`src/rtl/ext_irq_pkg.sv`:
```
// Shared constants, register map and carrier types for the external interrupt selector
package ext_irq_pkg;
	localparam int NUM_PINS = 46;
	localparam int NUM_EXT = 8;
	localparam int NUM_SRC = 10;
	localparam int ADDR_W = 12;
	// Printed register indices; byte address is four times the index
	localparam logic [7:0] IDX_LEGACY1_PIN_SELECT = 8'h8E;
	localparam logic [7:0] IDX_LEGACY0_PIN_SELECT = 8'h8F;
	localparam logic [7:0] IDX_EXT_SOURCE_ENABLE = 8'hF9;
	localparam logic [7:0] IDX_EXT_PENDING_FLAGS = 8'hFA;
	localparam logic [7:0] IDX_EXT_ENTRY_CONFIG = 8'hFB;
	localparam logic [7:0] IDX_EXT_PRIORITY = 8'hF8;
	localparam logic [7:0] IDX_VECTOR_ENABLE = 8'hE8;
	localparam logic [7:0] IDX_ENTRY_INDEX = 8'hC0;
	localparam logic [7:0] IDX_LEGACY_CONTROL = 8'hC1;
	localparam logic [7:0] IDX_IRQ_STATUS = 8'hC2;
	localparam logic [7:0] IDX_IRQ_CLEAR = 8'hC3;
	localparam logic [7:0] IDX_IRQ_ENABLE = 8'hC4;
	// Field positions
	localparam int CFG_POLARITY_BIT = 7;
	localparam int LCTL_EDGE0_BIT = 0;
	localparam int LCTL_EDGE1_BIT = 1;
	localparam int LCTL_PRIO0_BIT = 2;
	localparam int LCTL_PRIO1_BIT = 3;
	// Reset values and AXI response codes
	localparam logic [4:0] LEGACY0_PIN_RESET = 5'h1A;
	localparam logic [4:0] LEGACY1_PIN_RESET = 5'h1B;
	localparam logic [1:0] RESP_OKAY = 2'h0;
	localparam logic [1:0] RESP_SLVERR = 2'h2;

	// Edge and pin choice of one source
	typedef struct packed {
		logic edge_polarity;
		logic [5:0] entry_pin_index;
	} entry_cfg_type;

	// State of the selector apart from the edge units
	typedef struct packed {
		logic aw_held;
		logic [ADDR_W-1:0] aw_addr;
		logic w_held;
		logic [7:0] w_data;
		logic w_strb0;
		logic bvalid;
		logic [1:0] bresp;
		logic rvalid;
		logic [31:0] rdata;
		logic [1:0] rresp;
		logic [NUM_PINS-1:0] sync1;
		logic [NUM_PINS-1:0] sync2;
		logic [4:0] legacy0_pin_index;
		logic [4:0] legacy1_pin_index;
		logic [3:0] legacy_control;
		logic [7:0] ext_source_enable;
		logic [7:0] ext_pending_flags;
		logic [7:0] ext_priority;
		logic [7:0] vector_enable;
		logic [2:0] entry_index;
		entry_cfg_type [NUM_EXT-1:0] entry_cfg;
		logic [1:0] irq_status;
		logic [1:0] irq_enable;
		logic vec_valid;
		logic [3:0] vec_id;
		logic wake;
	} state_type;

	// Edge unit state
	typedef struct packed {
		logic prev;
		logic [5:0] last_index;
	} edge_state_type;
endpackage : ext_irq_pkg

```
`src/rtl/external_interrupt_select.sv`:
```
// External interrupt selector: pin routing, edge flags, enables, priority and AXI4-Lite registers
`timescale 1ns/1ps
// How it works
// - Priority register bit 7..0 maps entry 9..2; 1 means high priority.
// - Legacy source 0 uses the pin named by its five-bit pin select.
// - Legacy source 1 uses the pin named by its own five-bit pin select.
// - Eight extended entries 2..9 each pick any pin independently.
// - Config bit 7 picks the edge: 0 rising, 1 falling.
// - Config bits 5..0 hold the entry's pin index.
// - Configs share one address; the index register 0..7 selects entry index+2.
// - Pin index is port times eight plus bit, covering 0 to 45.
// - Source enable bit 0..7 covers entries 2..9, reset to disabled.
// - Pending flag bit 0..7 covers entries 2..9; writing 1 clears, 0 keeps.
// - Detected edges raise a wake request for leaving stop mode.
// - Legacy sources each have their own rising or falling edge select.
// - An entry requests only with both vector and source enables set.
// - High priority wins, then the lowest vector number.
module external_interrupt_select import ext_irq_pkg::*; (
	input wire logic aclk,
	input wire logic aresetn,
	input wire logic [NUM_PINS-1:0] port_pins,
	input wire logic [ADDR_W-1:0] s_axi_awaddr,
	input wire logic s_axi_awvalid,
	output logic s_axi_awready,
	input wire logic [31:0] s_axi_wdata,
	input wire logic [3:0] s_axi_wstrb,
	input wire logic s_axi_wvalid,
	output logic s_axi_wready,
	output logic [1:0] s_axi_bresp,
	output logic s_axi_bvalid,
	input wire logic s_axi_bready,
	input wire logic [ADDR_W-1:0] s_axi_araddr,
	input wire logic s_axi_arvalid,
	output logic s_axi_arready,
	output logic [31:0] s_axi_rdata,
	output logic [1:0] s_axi_rresp,
	output logic s_axi_rvalid,
	input wire logic s_axi_rready,
	output logic [NUM_EXT-1:0] ext_request,
	output logic legacy_ext_irq0,
	output logic legacy_ext_irq1,
	output logic vec_valid,
	output logic [3:0] vec_id,
	output logic wake_request,
	output logic irq
);
	state_type st;
	state_type next_st;
	entry_cfg_type [NUM_SRC-1:0] src_cfg;
	logic [NUM_SRC-1:0] src_edge;
	logic [NUM_EXT-1:0] ext_edge;
	logic [NUM_SRC-1:0] req10;
	logic [NUM_SRC-1:0] prio10;
	logic do_write;
	logic wr_en;
	logic [ADDR_W-1:0] ar_addr;

	// Byte address of a register index
	function automatic logic [ADDR_W-1:0] reg_addr(input logic [7:0] idx);
		reg_addr = {2'h0, idx, 2'h0};
	endfunction : reg_addr

	// Register read view; write-only and unmapped words read as zero
	function automatic logic [31:0] read_word(input state_type s, input logic [ADDR_W-1:0] a);
		logic [7:0] v;
		entry_cfg_type c;
		v = 8'h00;
		c = s.entry_cfg[s.entry_index];
		case (a)
			reg_addr(IDX_LEGACY0_PIN_SELECT): v = {3'h0, s.legacy0_pin_index};
			reg_addr(IDX_LEGACY1_PIN_SELECT): v = {3'h0, s.legacy1_pin_index};
			reg_addr(IDX_EXT_SOURCE_ENABLE): v = s.ext_source_enable;
			reg_addr(IDX_EXT_PENDING_FLAGS): v = s.ext_pending_flags;
			reg_addr(IDX_EXT_ENTRY_CONFIG): v = {c.edge_polarity, 1'b0, c.entry_pin_index};
			reg_addr(IDX_EXT_PRIORITY): v = s.ext_priority;
			reg_addr(IDX_VECTOR_ENABLE): v = s.vector_enable;
			reg_addr(IDX_ENTRY_INDEX): v = {5'h00, s.entry_index};
			reg_addr(IDX_LEGACY_CONTROL): v = {4'h0, s.legacy_control};
			reg_addr(IDX_IRQ_STATUS): v = {6'h00, s.irq_status};
			reg_addr(IDX_IRQ_ENABLE): v = {6'h00, s.irq_enable};
			default: v = 8'h00;
		endcase
		read_word = {24'h000000, v};
	endfunction : read_word

	// Whether an address names a register at all
	function automatic logic mapped(input logic [ADDR_W-1:0] a);
		case (a)
			reg_addr(IDX_LEGACY0_PIN_SELECT), reg_addr(IDX_LEGACY1_PIN_SELECT),
			reg_addr(IDX_EXT_SOURCE_ENABLE), reg_addr(IDX_EXT_PENDING_FLAGS),
			reg_addr(IDX_EXT_ENTRY_CONFIG), reg_addr(IDX_EXT_PRIORITY),
			reg_addr(IDX_VECTOR_ENABLE), reg_addr(IDX_ENTRY_INDEX),
			reg_addr(IDX_LEGACY_CONTROL), reg_addr(IDX_IRQ_STATUS),
			reg_addr(IDX_IRQ_CLEAR), reg_addr(IDX_IRQ_ENABLE): mapped = 1'b1;
			default: mapped = 1'b0;
		endcase
	endfunction : mapped

	// Source table: slots 0 and 1 legacy, slots 2..9 the extended entries
	always_comb begin
		src_cfg[0] = '{edge_polarity: st.legacy_control[LCTL_EDGE0_BIT],
			entry_pin_index: {1'b0, st.legacy0_pin_index}};
		src_cfg[1] = '{edge_polarity: st.legacy_control[LCTL_EDGE1_BIT],
			entry_pin_index: {1'b0, st.legacy1_pin_index}};
		for (int i = 0; i < NUM_EXT; i++) begin
			src_cfg[i+2] = st.entry_cfg[i];
		end
	end

	// One edge unit per source, all fed from the synchronised pin bus
	genvar g;
	generate
		for (g = 0; g < NUM_SRC; g++) begin : gen_src
			pin_edge_detect #(.PINS(NUM_PINS)) u_edge (
				.aclk(aclk),
				.aresetn(aresetn),
				.pins(st.sync2),
				.cfg(src_cfg[g]),
				.edge_seen(src_edge[g])
			);
		end
	endgenerate

	assign ext_edge = src_edge[NUM_SRC-1:2];
	// Extended requests to the CPU need both enable levels; legacy requests need only their irq enable
	assign ext_request = st.ext_pending_flags & st.ext_source_enable & st.vector_enable;
	assign legacy_ext_irq0 = st.irq_status[0] & st.irq_enable[0];
	assign legacy_ext_irq1 = st.irq_status[1] & st.irq_enable[1];
	assign req10 = {ext_request, legacy_ext_irq1, legacy_ext_irq0};
	assign prio10 = {st.ext_priority, st.legacy_control[LCTL_PRIO1_BIT], st.legacy_control[LCTL_PRIO0_BIT]};

	// Handshake outputs; one write and one read in flight at most
	assign s_axi_awready = !st.aw_held && !st.bvalid;
	assign s_axi_wready = !st.w_held && !st.bvalid;
	assign s_axi_arready = !st.rvalid;
	assign do_write = st.aw_held && st.w_held && !st.bvalid;
	assign wr_en = do_write && st.w_strb0;
	assign ar_addr = s_axi_araddr;
	assign s_axi_bvalid = st.bvalid;
	assign s_axi_bresp = st.bresp;
	assign s_axi_rvalid = st.rvalid;
	assign s_axi_rdata = st.rdata;
	assign s_axi_rresp = st.rresp;
	assign vec_valid = st.vec_valid;
	assign vec_id = st.vec_id;
	assign wake_request = st.wake;
	assign irq = |req10;

	// Next state
	always_comb begin
		logic [7:0] ext_clr;
		logic [1:0] irq_clr;
		logic hf;
		logic lf;
		logic [3:0] hid;
		logic [3:0] lid;
		next_st = st;
		ext_clr = 8'h00;
		irq_clr = 2'h0;
		hf = 1'b0;
		lf = 1'b0;
		hid = 4'h0;
		lid = 4'h0;
		// First flop feeds only the second
		next_st.sync1 = port_pins;
		next_st.sync2 = st.sync1;

		// Address and data are latched in either order
		if (s_axi_awvalid && s_axi_awready) begin
			next_st.aw_held = 1'b1;
			next_st.aw_addr = s_axi_awaddr;
		end
		if (s_axi_wvalid && s_axi_wready) begin
			next_st.w_held = 1'b1;
			next_st.w_data = s_axi_wdata[7:0];
			next_st.w_strb0 = s_axi_wstrb[0];
		end
		if (st.bvalid && s_axi_bready) begin
			next_st.bvalid = 1'b0;
		end
		if (do_write) begin
			next_st.aw_held = 1'b0;
			next_st.w_held = 1'b0;
			next_st.bvalid = 1'b1;
			next_st.bresp = mapped(st.aw_addr) ? RESP_OKAY : RESP_SLVERR;
		end
		if (wr_en) begin
			case (st.aw_addr)
				reg_addr(IDX_LEGACY0_PIN_SELECT): next_st.legacy0_pin_index = st.w_data[4:0];
				reg_addr(IDX_LEGACY1_PIN_SELECT): next_st.legacy1_pin_index = st.w_data[4:0];
				reg_addr(IDX_EXT_SOURCE_ENABLE): next_st.ext_source_enable = st.w_data;
				reg_addr(IDX_EXT_PENDING_FLAGS): ext_clr = st.w_data;
				reg_addr(IDX_EXT_ENTRY_CONFIG): begin
					next_st.entry_cfg[st.entry_index] = '{edge_polarity: st.w_data[CFG_POLARITY_BIT],
						entry_pin_index: st.w_data[5:0]};
				end
				reg_addr(IDX_EXT_PRIORITY): next_st.ext_priority = st.w_data;
				reg_addr(IDX_VECTOR_ENABLE): next_st.vector_enable = st.w_data;
				reg_addr(IDX_ENTRY_INDEX): next_st.entry_index = st.w_data[2:0];
				reg_addr(IDX_LEGACY_CONTROL): next_st.legacy_control = st.w_data[3:0];
				reg_addr(IDX_IRQ_CLEAR): irq_clr = st.w_data[1:0];
				reg_addr(IDX_IRQ_ENABLE): next_st.irq_enable = st.w_data[1:0];
				default: next_st.legacy_control = st.legacy_control;
			endcase
		end

		// Read answers one cycle after the address is taken
		if (st.rvalid && s_axi_rready) begin
			next_st.rvalid = 1'b0;
		end
		if (s_axi_arvalid && !st.rvalid) begin
			next_st.rvalid = 1'b1;
			next_st.rdata = read_word(st, ar_addr);
			next_st.rresp = mapped(ar_addr) ? RESP_OKAY : RESP_SLVERR;
		end

		// Flags: a new edge beats a clear in the same cycle
		next_st.ext_pending_flags = (st.ext_pending_flags & ~ext_clr) | ext_edge;
		next_st.irq_status = (st.irq_status & ~irq_clr) | src_edge[1:0];
		next_st.wake = |src_edge;

		// Arbiter: scan downward so the lowest number is left standing
		for (int i = NUM_SRC - 1; i >= 0; i--) begin
			if (req10[i] && prio10[i]) begin
				hf = 1'b1;
				hid = 4'(i);
			end
			if (req10[i] && !prio10[i]) begin
				lf = 1'b1;
				lid = 4'(i);
			end
		end
		next_st.vec_valid = hf | lf;
		next_st.vec_id = hf ? hid : lid;
	end

	// State register; pin select straps load their documented values
	always_ff @(posedge aclk) begin
		if (!aresetn) begin
			st <= '0;
			st.legacy0_pin_index <= LEGACY0_PIN_RESET;
			st.legacy1_pin_index <= LEGACY1_PIN_RESET;
		end else begin
			st <= next_st;
		end
	end

	// An edge beats a clear that lands in the same cycle
	a_flag_set_wins: assert property (@(posedge aclk) disable iff (!aresetn)
		(ext_edge != 8'h00) |=> ((st.ext_pending_flags & $past(ext_edge)) == $past(ext_edge)))
		else $error("edge lost from pending flags");

	// Legacy status is sticky on its own edges
	a_legacy_sticky: assert property (@(posedge aclk) disable iff (!aresetn)
		(src_edge[1:0] != 2'h0) |=> ((st.irq_status & $past(src_edge[1:0])) == $past(src_edge[1:0])))
		else $error("legacy edge lost from status");

	// Flags never rise without an edge, so no register write can set one
	a_flag_needs_edge: assert property (@(posedge aclk) disable iff (!aresetn)
		(ext_edge == 8'h00) |=> ((st.ext_pending_flags & ~$past(st.ext_pending_flags)) == 8'h00))
		else $error("pending flag rose without an edge");

	// Writing 1 clears a flag, writing 0 keeps it
	a_flag_clear: assert property (@(posedge aclk) disable iff (!aresetn)
		(wr_en && st.aw_addr == reg_addr(IDX_EXT_PENDING_FLAGS) && ext_edge == 8'h00)
		|=> ((st.ext_pending_flags & $past(st.w_data)) == 8'h00)
		&& ((st.ext_pending_flags & ~$past(st.w_data)) == ($past(st.ext_pending_flags) & ~$past(st.w_data))))
		else $error("write-one clear misbehaved");

	// Config writes go to the entry picked by the index register
	a_index_route: assert property (@(posedge aclk) disable iff (!aresetn)
		(wr_en && st.aw_addr == reg_addr(IDX_EXT_ENTRY_CONFIG))
		|=> st.entry_cfg[$past(st.entry_index)].entry_pin_index == $past(st.w_data[5:0]))
		else $error("config write not routed by index");

	// Legacy 0 pin select takes the low five data bits
	a_legacy0_route: assert property (@(posedge aclk) disable iff (!aresetn)
		(wr_en && st.aw_addr == reg_addr(IDX_LEGACY0_PIN_SELECT))
		|=> st.legacy0_pin_index == $past(st.w_data[4:0]))
		else $error("legacy 0 pin select not written");

	// Legacy 1 pin select takes the low five data bits
	a_legacy1_route: assert property (@(posedge aclk) disable iff (!aresetn)
		(wr_en && st.aw_addr == reg_addr(IDX_LEGACY1_PIN_SELECT))
		|=> st.legacy1_pin_index == $past(st.w_data[4:0]))
		else $error("legacy 1 pin select not written");

	// Enables are those the arbiter saw a cycle ago, since the grant is registered
	a_request_gate: assert property (@(posedge aclk) disable iff (!aresetn)
		(st.vec_valid && st.vec_id >= 4'h2)
		|-> ((($past(st.vector_enable & st.ext_source_enable) >> (st.vec_id - 4'h2)) & 8'h01) != 8'h00))
		else $error("vector granted without both enables");

	// Any high request forces a high grant
	a_high_first: assert property (@(posedge aclk) disable iff (!aresetn)
		(|(req10 & prio10)) |=> st.vec_valid && ((($past(prio10) >> st.vec_id) & 10'h001) != 10'h000))
		else $error("low priority served over high");

	// No lower source of the winner's priority may be left waiting
	a_natural_order: assert property (@(posedge aclk) disable iff (!aresetn)
		st.vec_valid |-> ($past(req10) & ((10'h001 << st.vec_id) - 10'h001)
		& ~($past(prio10) ^ {10{((($past(prio10) >> st.vec_id) & 10'h001) != 10'h000)}})) == 10'h000)
		else $error("higher vector served before lower of same priority");

	// No request, no vector
	a_vec_idle: assert property (@(posedge aclk) disable iff (!aresetn)
		(req10 == 10'h000) |=> !st.vec_valid)
		else $error("vector offered with no request");

	// Every edge cycle gives one wake cycle
	a_wake_edge: assert property (@(posedge aclk) disable iff (!aresetn)
		(src_edge != 10'h000) |=> wake_request)
		else $error("edge did not raise wake");

	// Wake stays low without an edge, so stop mode is not left for nothing
	a_wake_quiet: assert property (@(posedge aclk) disable iff (!aresetn)
		(src_edge == 10'h000) |=> !wake_request)
		else $error("wake raised without an edge");

	// Reset leaves every source disabled
	a_enable_reset: assert property (@(posedge aclk)
		$rose(aresetn) |-> st.ext_source_enable == 8'h00 && st.ext_pending_flags == 8'h00)
		else $error("enables not cleared by reset");

	// Byte 0 strobe low means the write is ignored
	a_strobe_skip: assert property (@(posedge aclk) disable iff (!aresetn)
		(do_write && !st.w_strb0) |=> (st.ext_source_enable == $past(st.ext_source_enable))
		&& (st.ext_priority == $past(st.ext_priority)) && (st.entry_index == $past(st.entry_index)))
		else $error("write with byte 0 strobe off changed a register");

	// Write response stands until taken
	a_bresp_hold: assert property (@(posedge aclk) disable iff (!aresetn)
		s_axi_bvalid && !s_axi_bready |=> s_axi_bvalid && $stable(s_axi_bresp))
		else $error("write response dropped");

	// Read data stands until taken
	a_rdata_hold: assert property (@(posedge aclk) disable iff (!aresetn)
		s_axi_rvalid && !s_axi_rready |=> s_axi_rvalid && $stable(s_axi_rdata))
		else $error("read data dropped");

	// Unmapped write words answer with an error
	a_slverr_write: assert property (@(posedge aclk) disable iff (!aresetn)
		(do_write && !mapped(st.aw_addr)) |=> (s_axi_bvalid && s_axi_bresp == RESP_SLVERR))
		else $error("unmapped write not refused");

	// Unmapped read words return zero with an error
	a_read_unmapped: assert property (@(posedge aclk) disable iff (!aresetn)
		(s_axi_arvalid && s_axi_arready && !mapped(s_axi_araddr))
		|=> (s_axi_rvalid && s_axi_rdata == 32'h00000000 && s_axi_rresp == RESP_SLVERR))
		else $error("unmapped read not refused");

	// Registers are one byte wide; upper bits read zero
	a_upper_zero: assert property (@(posedge aclk) disable iff (!aresetn)
		s_axi_rvalid |-> (s_axi_rdata[31:8] == 24'h000000))
		else $error("read data upper bits not zero");
endmodule : external_interrupt_select

```
`src/rtl/pin_edge_detect.sv`:
```
// Selects one synchronised pin and flags its chosen edge
`timescale 1ns/1ps
module pin_edge_detect import ext_irq_pkg::*; #(
	parameter int PINS = NUM_PINS
) (
	input wire logic aclk,
	input wire logic aresetn,
	input wire logic [PINS-1:0] pins,
	input wire entry_cfg_type cfg,
	output logic edge_seen
);
	edge_state_type st;
	edge_state_type next_st;
	logic in_range;
	logic level;

	// Out of range index selects nothing
	assign in_range = (cfg.entry_pin_index < 6'(PINS));
	assign level = in_range ? pins[cfg.entry_pin_index] : 1'b0;

	// A fresh index suppresses one compare so a pin swap is not taken for an edge
	always_comb begin
		next_st.prev = level;
		next_st.last_index = cfg.entry_pin_index;
		edge_seen = 1'b0;
		if (in_range && st.last_index == cfg.entry_pin_index) begin
			edge_seen = cfg.edge_polarity ? (st.prev & ~level) : (~st.prev & level);
		end
	end

	always_ff @(posedge aclk) begin
		if (!aresetn) begin
			st <= '0;
		end else begin
			st <= next_st;
		end
	end

	a_no_pin_edge: assert property (@(posedge aclk) disable iff (!aresetn)
		!in_range |-> !edge_seen) else $error("edge flagged for an unmapped pin index");
	a_edge_dir: assert property (@(posedge aclk) disable iff (!aresetn)
		edge_seen |-> (cfg.edge_polarity ? $fell(level) : $rose(level))) else $error("edge of wrong direction");
endmodule : pin_edge_detect

```
`config.mk`:
```
export PLATFORM = sky130hd
export DESIGN_NAME = external_interrupt_select
export DESIGN_NICKNAME = d
export VERILOG_FILES = /design/src/rtl/ext_irq_pkg.sv /design/src/rtl/external_interrupt_select.sv /design/src/rtl/pin_edge_detect.sv
export SDC_FILE = /design/constraint.sdc
export NUM_CORES = 1
export LEC_CHECK = 0
export BUFFER_PORTS_ARGS = -buffer_cell sky130_fd_sc_hd__clkbuf_2
export CAP_MARGIN = 0
export CORE_MARGIN = 5
export CORE_UTILIZATION = 54
export CTS_CLUSTER_DIAMETER = 200
export DETAILED_ROUTE_END_ITERATION = 12
export PLACE_DENSITY = 0.79
export SYNTH_ARGS = -nofsm -noshare
export SYNTH_HDL_FRONTEND = slang
export SYNTH_HIERARCHICAL = 1
export SYNTH_SLANG_ARGS = --single-unit
```
`constraint.sdc`:
```
create_clock -name aclk -period 2.5 [get_ports aclk]
set_input_delay 0.25 -clock aclk [delete_from_list [all_inputs] [get_ports aclk]]
set_output_delay 0.25 -clock aclk [all_outputs]
set_load 0.005 [all_outputs]
```
==> metrics.txt, run 1 <==
Worst-Margin Slew=0.807 ns; RePlAce Congestion=0.957; layout cell share with drive strength beyond 1=0.288; CTS Sinks=312; Total Wirelength=59.6 mm; PortBufs=117; number of DRC violations after detailed-routing iteration 0=1830; Core Area=31700 µm²; CTS buffer count=35; fill cell count=2099; H-tree levels=2; GRT Total Usage=0.318; Post-synth ARST share=0; die width=189 µm; remaining global-route overflow=0; Clk pin slew, worst setup/hold paths=0.07 ns; most frequent cells in the layout=dfxtp_1 (278), mux2i_1 (229), buf_4 (187); Max Root-Sink Buffers=3; Final Cycle Share=1.14; Net Switching=2.76 mW; DRT Pass-1 Iters=6; WS Path Type=flip-flop to flip-flop; Max Cap Viol=0; worst-path maximum fanout=8; post-synthesis register bit count=312; worst setup margin=-0.349 ns; dpl hpwl=38.6 mm; Final Skew=0.0267 ns; PwrDens=511 nW/µm²; FP Rows=65; die area=35900 µm²; largest net degree at the start of global routing=105; Slew Viols, Final=0; n_diodes=0; Synth Area in Compound Gates=0.0932; Worst Setup Start Kind=flip-flop; post-place setup slack=-0.378 ns; status=finished with violations; XOR/XNOR Fraction of Synth Area=0.0257; Clock Power Share=0.453; clock latency on the worst-skew pair=0.52 ns; Post-synth top flop=dfxtp_1; most common cell after layout, fill and taps aside=dfxtp_1; mux share of post-synthesis cell area=0.268; initial antenna violation count=1; vias in the first global route=15900; post-synthesis adder-cell area fraction=0; HP Class=input port to flip-flop; final setup violation count=10; final hold vios=0; nets=2170; die height=189 µm; WP data required=2.93 ns; Fin Hold WS=0.00420 ns; largest family of logic cells by synthesized area=multiplexers; Slew HR=0.461; sequential share of power=0.459; RSZ-0062 raised after global routing=yes; Simple-Gate Fraction of Synth Area=0.195; Post-synth EDFFs=0; post-route ant nets=0; I/O pins=171; Crit. End Element=flip-flop; post-synthesis cell type count=74; first-pass GRT wire length=90.5 mm; P_leak=9.19 nW; Layout area overhead=28.5%; CTS root buffer=clkbuf_16; via/cell ratio=6.40; peak supply drop=521 µV; Via Count=15900; failing checks=negative setup slack; Net Sw Frac=0.242; wire length per cell=24.0 µm; Mean Syn Cell Area=10.1 µm²; Gate power share=0.087; DRC Markers=0; CTS tree=built; worst path arrival time=3.28 ns; Max Fclk=351 MHz; post-synthesis sequential area ratio=0.359; fin crit period=2.85 ns; internal power=8.67 mW; Ys Warns=6; Initial Util=0.548; gate count of the mapped netlist=1715; Post-Syn Area=17400 µm²
## routing by layer
metal  routed length (µm)  vias up  global-route usage
met3                 5640      303              0.0603
li1                     -     6904                   -
met2                27900     1016               0.534
met1                22100     7674               0.392
met4                 3930        0               0.164
met5                    0        -                   0
## sequential cells by signal (all words and copies together) (netlist names)
signal and flops:
prio10 10, s_axi_rresp 1, vec_id 4, gen_src.u_edge/st 70
s_axi_bvalid 1, wake_request 1, vec_valid 1, s_axi_rdata 8
s_axi_rvalid 1, s_axi_bresp 1, src_cfg 68, st 100
next_st 46
## path summary, 6_finish.rpt
kind | start | to | slack [ns] | depth (start not counted)
worst min register to register | next_st[133] | st[133] | 0.43 | 1
worst max-delay path | src_cfg[57] | wake_request | -0.35 | 10
worst max register to register | src_cfg[57] | wake_request | -0.35 | 10
worst min-delay path | s_axi_rready | s_axi_rvalid | 0.004 | 3
## power groups by stage
stage / Combinational [mW] / Sequential, mW / Clock [mW]
3_5_place_dp: 0.820 / 5.35 / 0
6_report: 0.996 / 5.25 / 5.18
4_1_cts: 0.933 / 5.24 / 5.17
3_3_place_gp: 0.793 / 5.33 / 0
2_1_floorplan: 0.477 / 5.29 / 0
5_1_grt: 1.06 / 5.26 / 5.43
## worst max-delay path, stage by stage, from the launching register on
cell and delay, ns:
dfxtp_4 0.37, buf_12 0.15, mux2i_1 0.14, mux4_2 0.53, a22oi_2 0.24, o311ai_4 0.16, or3_4 0.37, a2111oi_4 0.39
buf_4 0.20, nor4_1 0.05, a31oi_1 0.15
## synth_stat cells, types with 5 or more instances
cell / n / share of area
buf_6: 15 / 0.0097
clkbuf_1: 69 / 0.015
nand3b_1: 12 / 0.0052
and3_1: 6 / 0.0022
inv_1: 32 / 0.0069
nand2b_1: 6 / 0.0022
and2_1: 148 / 0.053
o21a_1: 12 / 0.0052
nor3b_1: 22 / 0.0095
nor3_1: 20 / 0.0058
xnor2_1: 30 / 0.015
o41ai_1: 10 / 0.0050
o311ai_1: 10 / 0.0050
or3_1: 12 / 0.0043
nor4_1: 19 / 0.0068
a21oi_1: 36 / 0.010
a32oi_1: 12 / 0.0060
a21boi_0: 11 / 0.0047
a22o_1: 10 / 0.0050
o2111ai_1: 11 / 0.0055
or4_1: 5 / 0.0022
buf_2: 18 / 0.0052
nand4_1: 22 / 0.0079
nor2b_1: 23 / 0.0083
mux2_1: 10 / 0.0065
a211oi_1: 7 / 0.0030
and4b_1: 6 / 0.0035
o21ai_0: 17 / 0.0049
a22oi_1: 5 / 0.0022
a2111oi_2: 10 / 0.0086
a221oi_1: 5 / 0.0025
a22oi_2: 10 / 0.0072
a31oi_1: 15 / 0.0054
mux2i_1: 233 / 0.13
nand2_1: 90 / 0.019
buf_4: 50 / 0.022
nand3_1: 47 / 0.014
dfxtp_1: 312 / 0.36
mux4_1: 40 / 0.060
nor2_1: 147 / 0.032
mux2_2: 13 / 0.0084
xor2_1: 21 / 0.011
mux4_2: 45 / 0.058
## cells by family (layout without fill, tap and decap cells)
logic type,count (synthesis),after routing
simple gates,614,614
mux,341,341
flops,312,312
compound gates,206,206
buf+inv,190,520
xor+xnor,51,51
other cells,1,38
## cell type report
| type | count | area, µm² | area share |
|---|---|---|---|
| timing repair buffer | 424 | 3590 | 0.161 |
| tap | 402 | 503 | 0.0225 |
| clock buffer | 49 | 988 | 0.0442 |
| sequential | 312 | 6320 | 0.283 |
| inverter | 34 | 129 | 0.00577 |
| multi-input combinational | 1250 | 10700 | 0.477 |
| clock inverter | 13 | 153 | 0.00683 |
## what timing repair did
action,in CTS,in global routing
setup buffers,10,10
hold buffers,67,0
cloned,2,0
endpoints found under the setup margin,12,12
endpoints found under the hold margin,67,0
pin swaps,26,21
gates resized for setup,88,53
## stage by stage
stage | cells | TNS (ns) | power, mW | area, µm² | util
floorplan | 1752 | 0 | 5.77 | 17500 | -
finish | 2484 | -1.88 | 11.4 | 22400 | 0.705
detailed placement | 2334 | -2.50 | 6.17 | 19800 | 0.623
global route | 2484 | -2.46 | 11.7 | 22400 | 0.705
global placement | 2334 | -1.95 | 6.13 | 19800 | 0.623
CTS | 2474 | -1.40 | 11.3 | 22000 | 0.695
Note: power is estimated with default switching activity, not from simulation.
==> inputs of run 2 (changes only) <==
--- a/config.mk
+++ b/config.mk
@@ -9,6 +9,7 @@
 export CAP_MARGIN = 0
 export CORE_MARGIN = 5
 export CORE_UTILIZATION = 54
+export CTS_BUF_LIST = sky130_fd_sc_hd__clkbuf_16
 export CTS_CLUSTER_DIAMETER = 200
 export DETAILED_ROUTE_END_ITERATION = 12
 export PLACE_DENSITY = 0.79
==> metrics.txt, run 2 (synthesized netlist as in run 1, its figures left out) <==
sequential share of power=0.469 (+0.010); HP Class=input port to flip-flop; PnR Total Power=11.2 mW (-1.9%); PwrDens=504 nW/µm² (-1.4%); die area=35900 µm² (unchanged); GRT Total Usage=0.317 (-0.00107); Clock Power Share=0.443 (-0.010); Max Cap Viol=0 (unchanged); Final Skew=0.0338 ns (+0.00711 ns); Total Wirelength=59.5 mm (-0.13%); P_leak=9.16 nW (-0.37%); I/O pins=171 (unchanged); Clk pin slew, worst setup/hold paths=0.07 ns (about the same); Crit. End Element=flip-flop; H-tree levels=2 (unchanged); wire length per cell=24.0 µm (about the same); Max Root-Sink Buffers=3 (unchanged); vias in the first global route=15900 (-0.30%); Worst-Margin Slew=0.788 ns (-0.0191 ns); RePlAce Congestion=0.957 (unchanged); first-pass GRT wire length=90.3 mm (-0.24%); post-route setup TNS=-2.10 ns (-0.223 ns); clock latency on the worst-skew pair=0.53 ns (about the same); Largest register FFs=100 (unchanged); status=finished with violations; CTS buffer count=35 (unchanged); Layout area overhead=27.9%; RSZ-0062 raised after global routing=yes; remaining global-route overflow=0 (unchanged); peak supply drop=665 µV (+28%); Fin Hold WS=0.00338 ns (-0.000823 ns); Placed Instance Area=19800 µm² (unchanged); CTS root buffer=clkbuf_16; Max Fclk=343 MHz (-2.3%); Post-Layout Cell Count=2483 (-0.040%); worst setup margin=-0.416 ns (-0.0671 ns); Net Sw Frac=0.246 (+0.00462); largest net degree at the start of global routing=105 (unchanged); PortBufs=117 (unchanged); die height=189 µm (unchanged); via/cell ratio=6.39 (-0.21%); DRC Markers=0 (unchanged); layout cell share with drive strength beyond 1=0.285 (-0.00261); Net Switching=2.76 mW (about the same); Gate power share=0.089 (+0.002); CTS Sinks=312 (unchanged); post-route ant nets=0 (unchanged); DRT Pass-1 Iters=5 (-1); Core Area=31700 µm² (unchanged); worst path arrival time=3.36 ns (+0.08 ns); most frequent cells in the layout=dfxtp_1 (277), mux2i_1 (227), buf_4 (187); Worst Setup Start Kind=flip-flop; internal power=8.45 mW (-2.5%); fin crit period=2.92 ns (+0.0671 ns); most common cell after layout, fill and taps aside=dfxtp_1; die width=189 µm (unchanged); Top reg by flops=st; fin area=22300 µm² (-0.46%); CTS tree=built; Via Count=15900 (-0.25%); post-place setup slack=-0.378 ns (unchanged); WP data required=2.95 ns (+0.02 ns); post-placement cell count=2334 (unchanged); Initial Util=0.548 (unchanged); Slew HR=0.474 (+0.0128); failing checks=negative setup slack; final core utilization=0.701 (-0.00323); Slew Viols, Final=0 (unchanged); Final Cycle Share=1.17 (+0.0269); beginning of the worst hold path=s_axi_rready; final setup violation count=11 (+1); WS Path Type=flip-flop to flip-flop; FP Rows=65 (unchanged); RR Startpoint=src_cfg[57]; worst-path maximum fanout=8 (unchanged); beginning of the critical path=src_cfg[57]; dpl hpwl=38.6 mm (unchanged); initial antenna violation count=1 (unchanged); final hold vios=0 (unchanged); number of DRC violations after detailed-routing iteration 0=1947 (+6.4%); nets=2168 (-0.092%)
run 2: power groups by stage:
stage | combinational, mW | clock [mW] | sequential [mW]
2_1_floorplan | 0.477 | 0 | 5.29
3_3_place_gp | 0.793 | 0 | 5.33
3_5_place_dp | 0.820 | 0 | 5.35
4_1_cts | 0.936 | 4.94 | 5.24
5_1_grt | 1.06 | 5.20 | 5.26
6_report | 0.997 | 4.96 | 5.25
run 2: routing by layer:
layer | wire length, µm | GRT usage | part of all wire
met4 | 4040 | 0.168 | 0.068
met5 | 0 | 0 | 0
met2 | 27800 | 0.531 | 0.47
met3 | 5750 | 0.0631 | 0.097
met1 | 21900 | 0.387 | 0.37
run 2: final cells by class:
class,instances,area (µm²)
multi-input combinational,1250,10700
fill,2105,9470
sequential,312,6320
timing repair buffer,422,3570
clock buffer,35,876
tap,402,503
clock inverter,27,205
inverter,34,129
antenna,1,2.50
run 2: worst max-delay path, cell delays in order (launching register included):
cell       delay, ns
dfxtp_4         0.37
buf_12          0.15
mux2i_1         0.12
mux4_2          0.53
a22oi_2         0.26
o311ai_4        0.16
or3_4           0.37
a2111oi_4       0.47
buf_4           0.21
buf_6           0.09
o21a_1          0.09
run 2: timing repair:
| item | in CTS | in global routing |
|---|---|---|
| gates resized for setup | 91 | 47 |
| setup buffers | 11 | 7 |
| hold buffers | 67 | 0 |
| cloned | 1 | 1 |
| endpoints found under the setup margin | 12 | 12 |
| hold endpoints to repair | 67 | 0 |
| pin swaps | 32 | 27 |
run 2: path summary, 6_finish.rpt:
path,end,slack [ns],depth (start not counted)
min reg2reg,st[133],0.43,1
max,st[91],-0.42,10
min,s_axi_rvalid,0.003,3
max reg2reg,st[91],-0.42,10
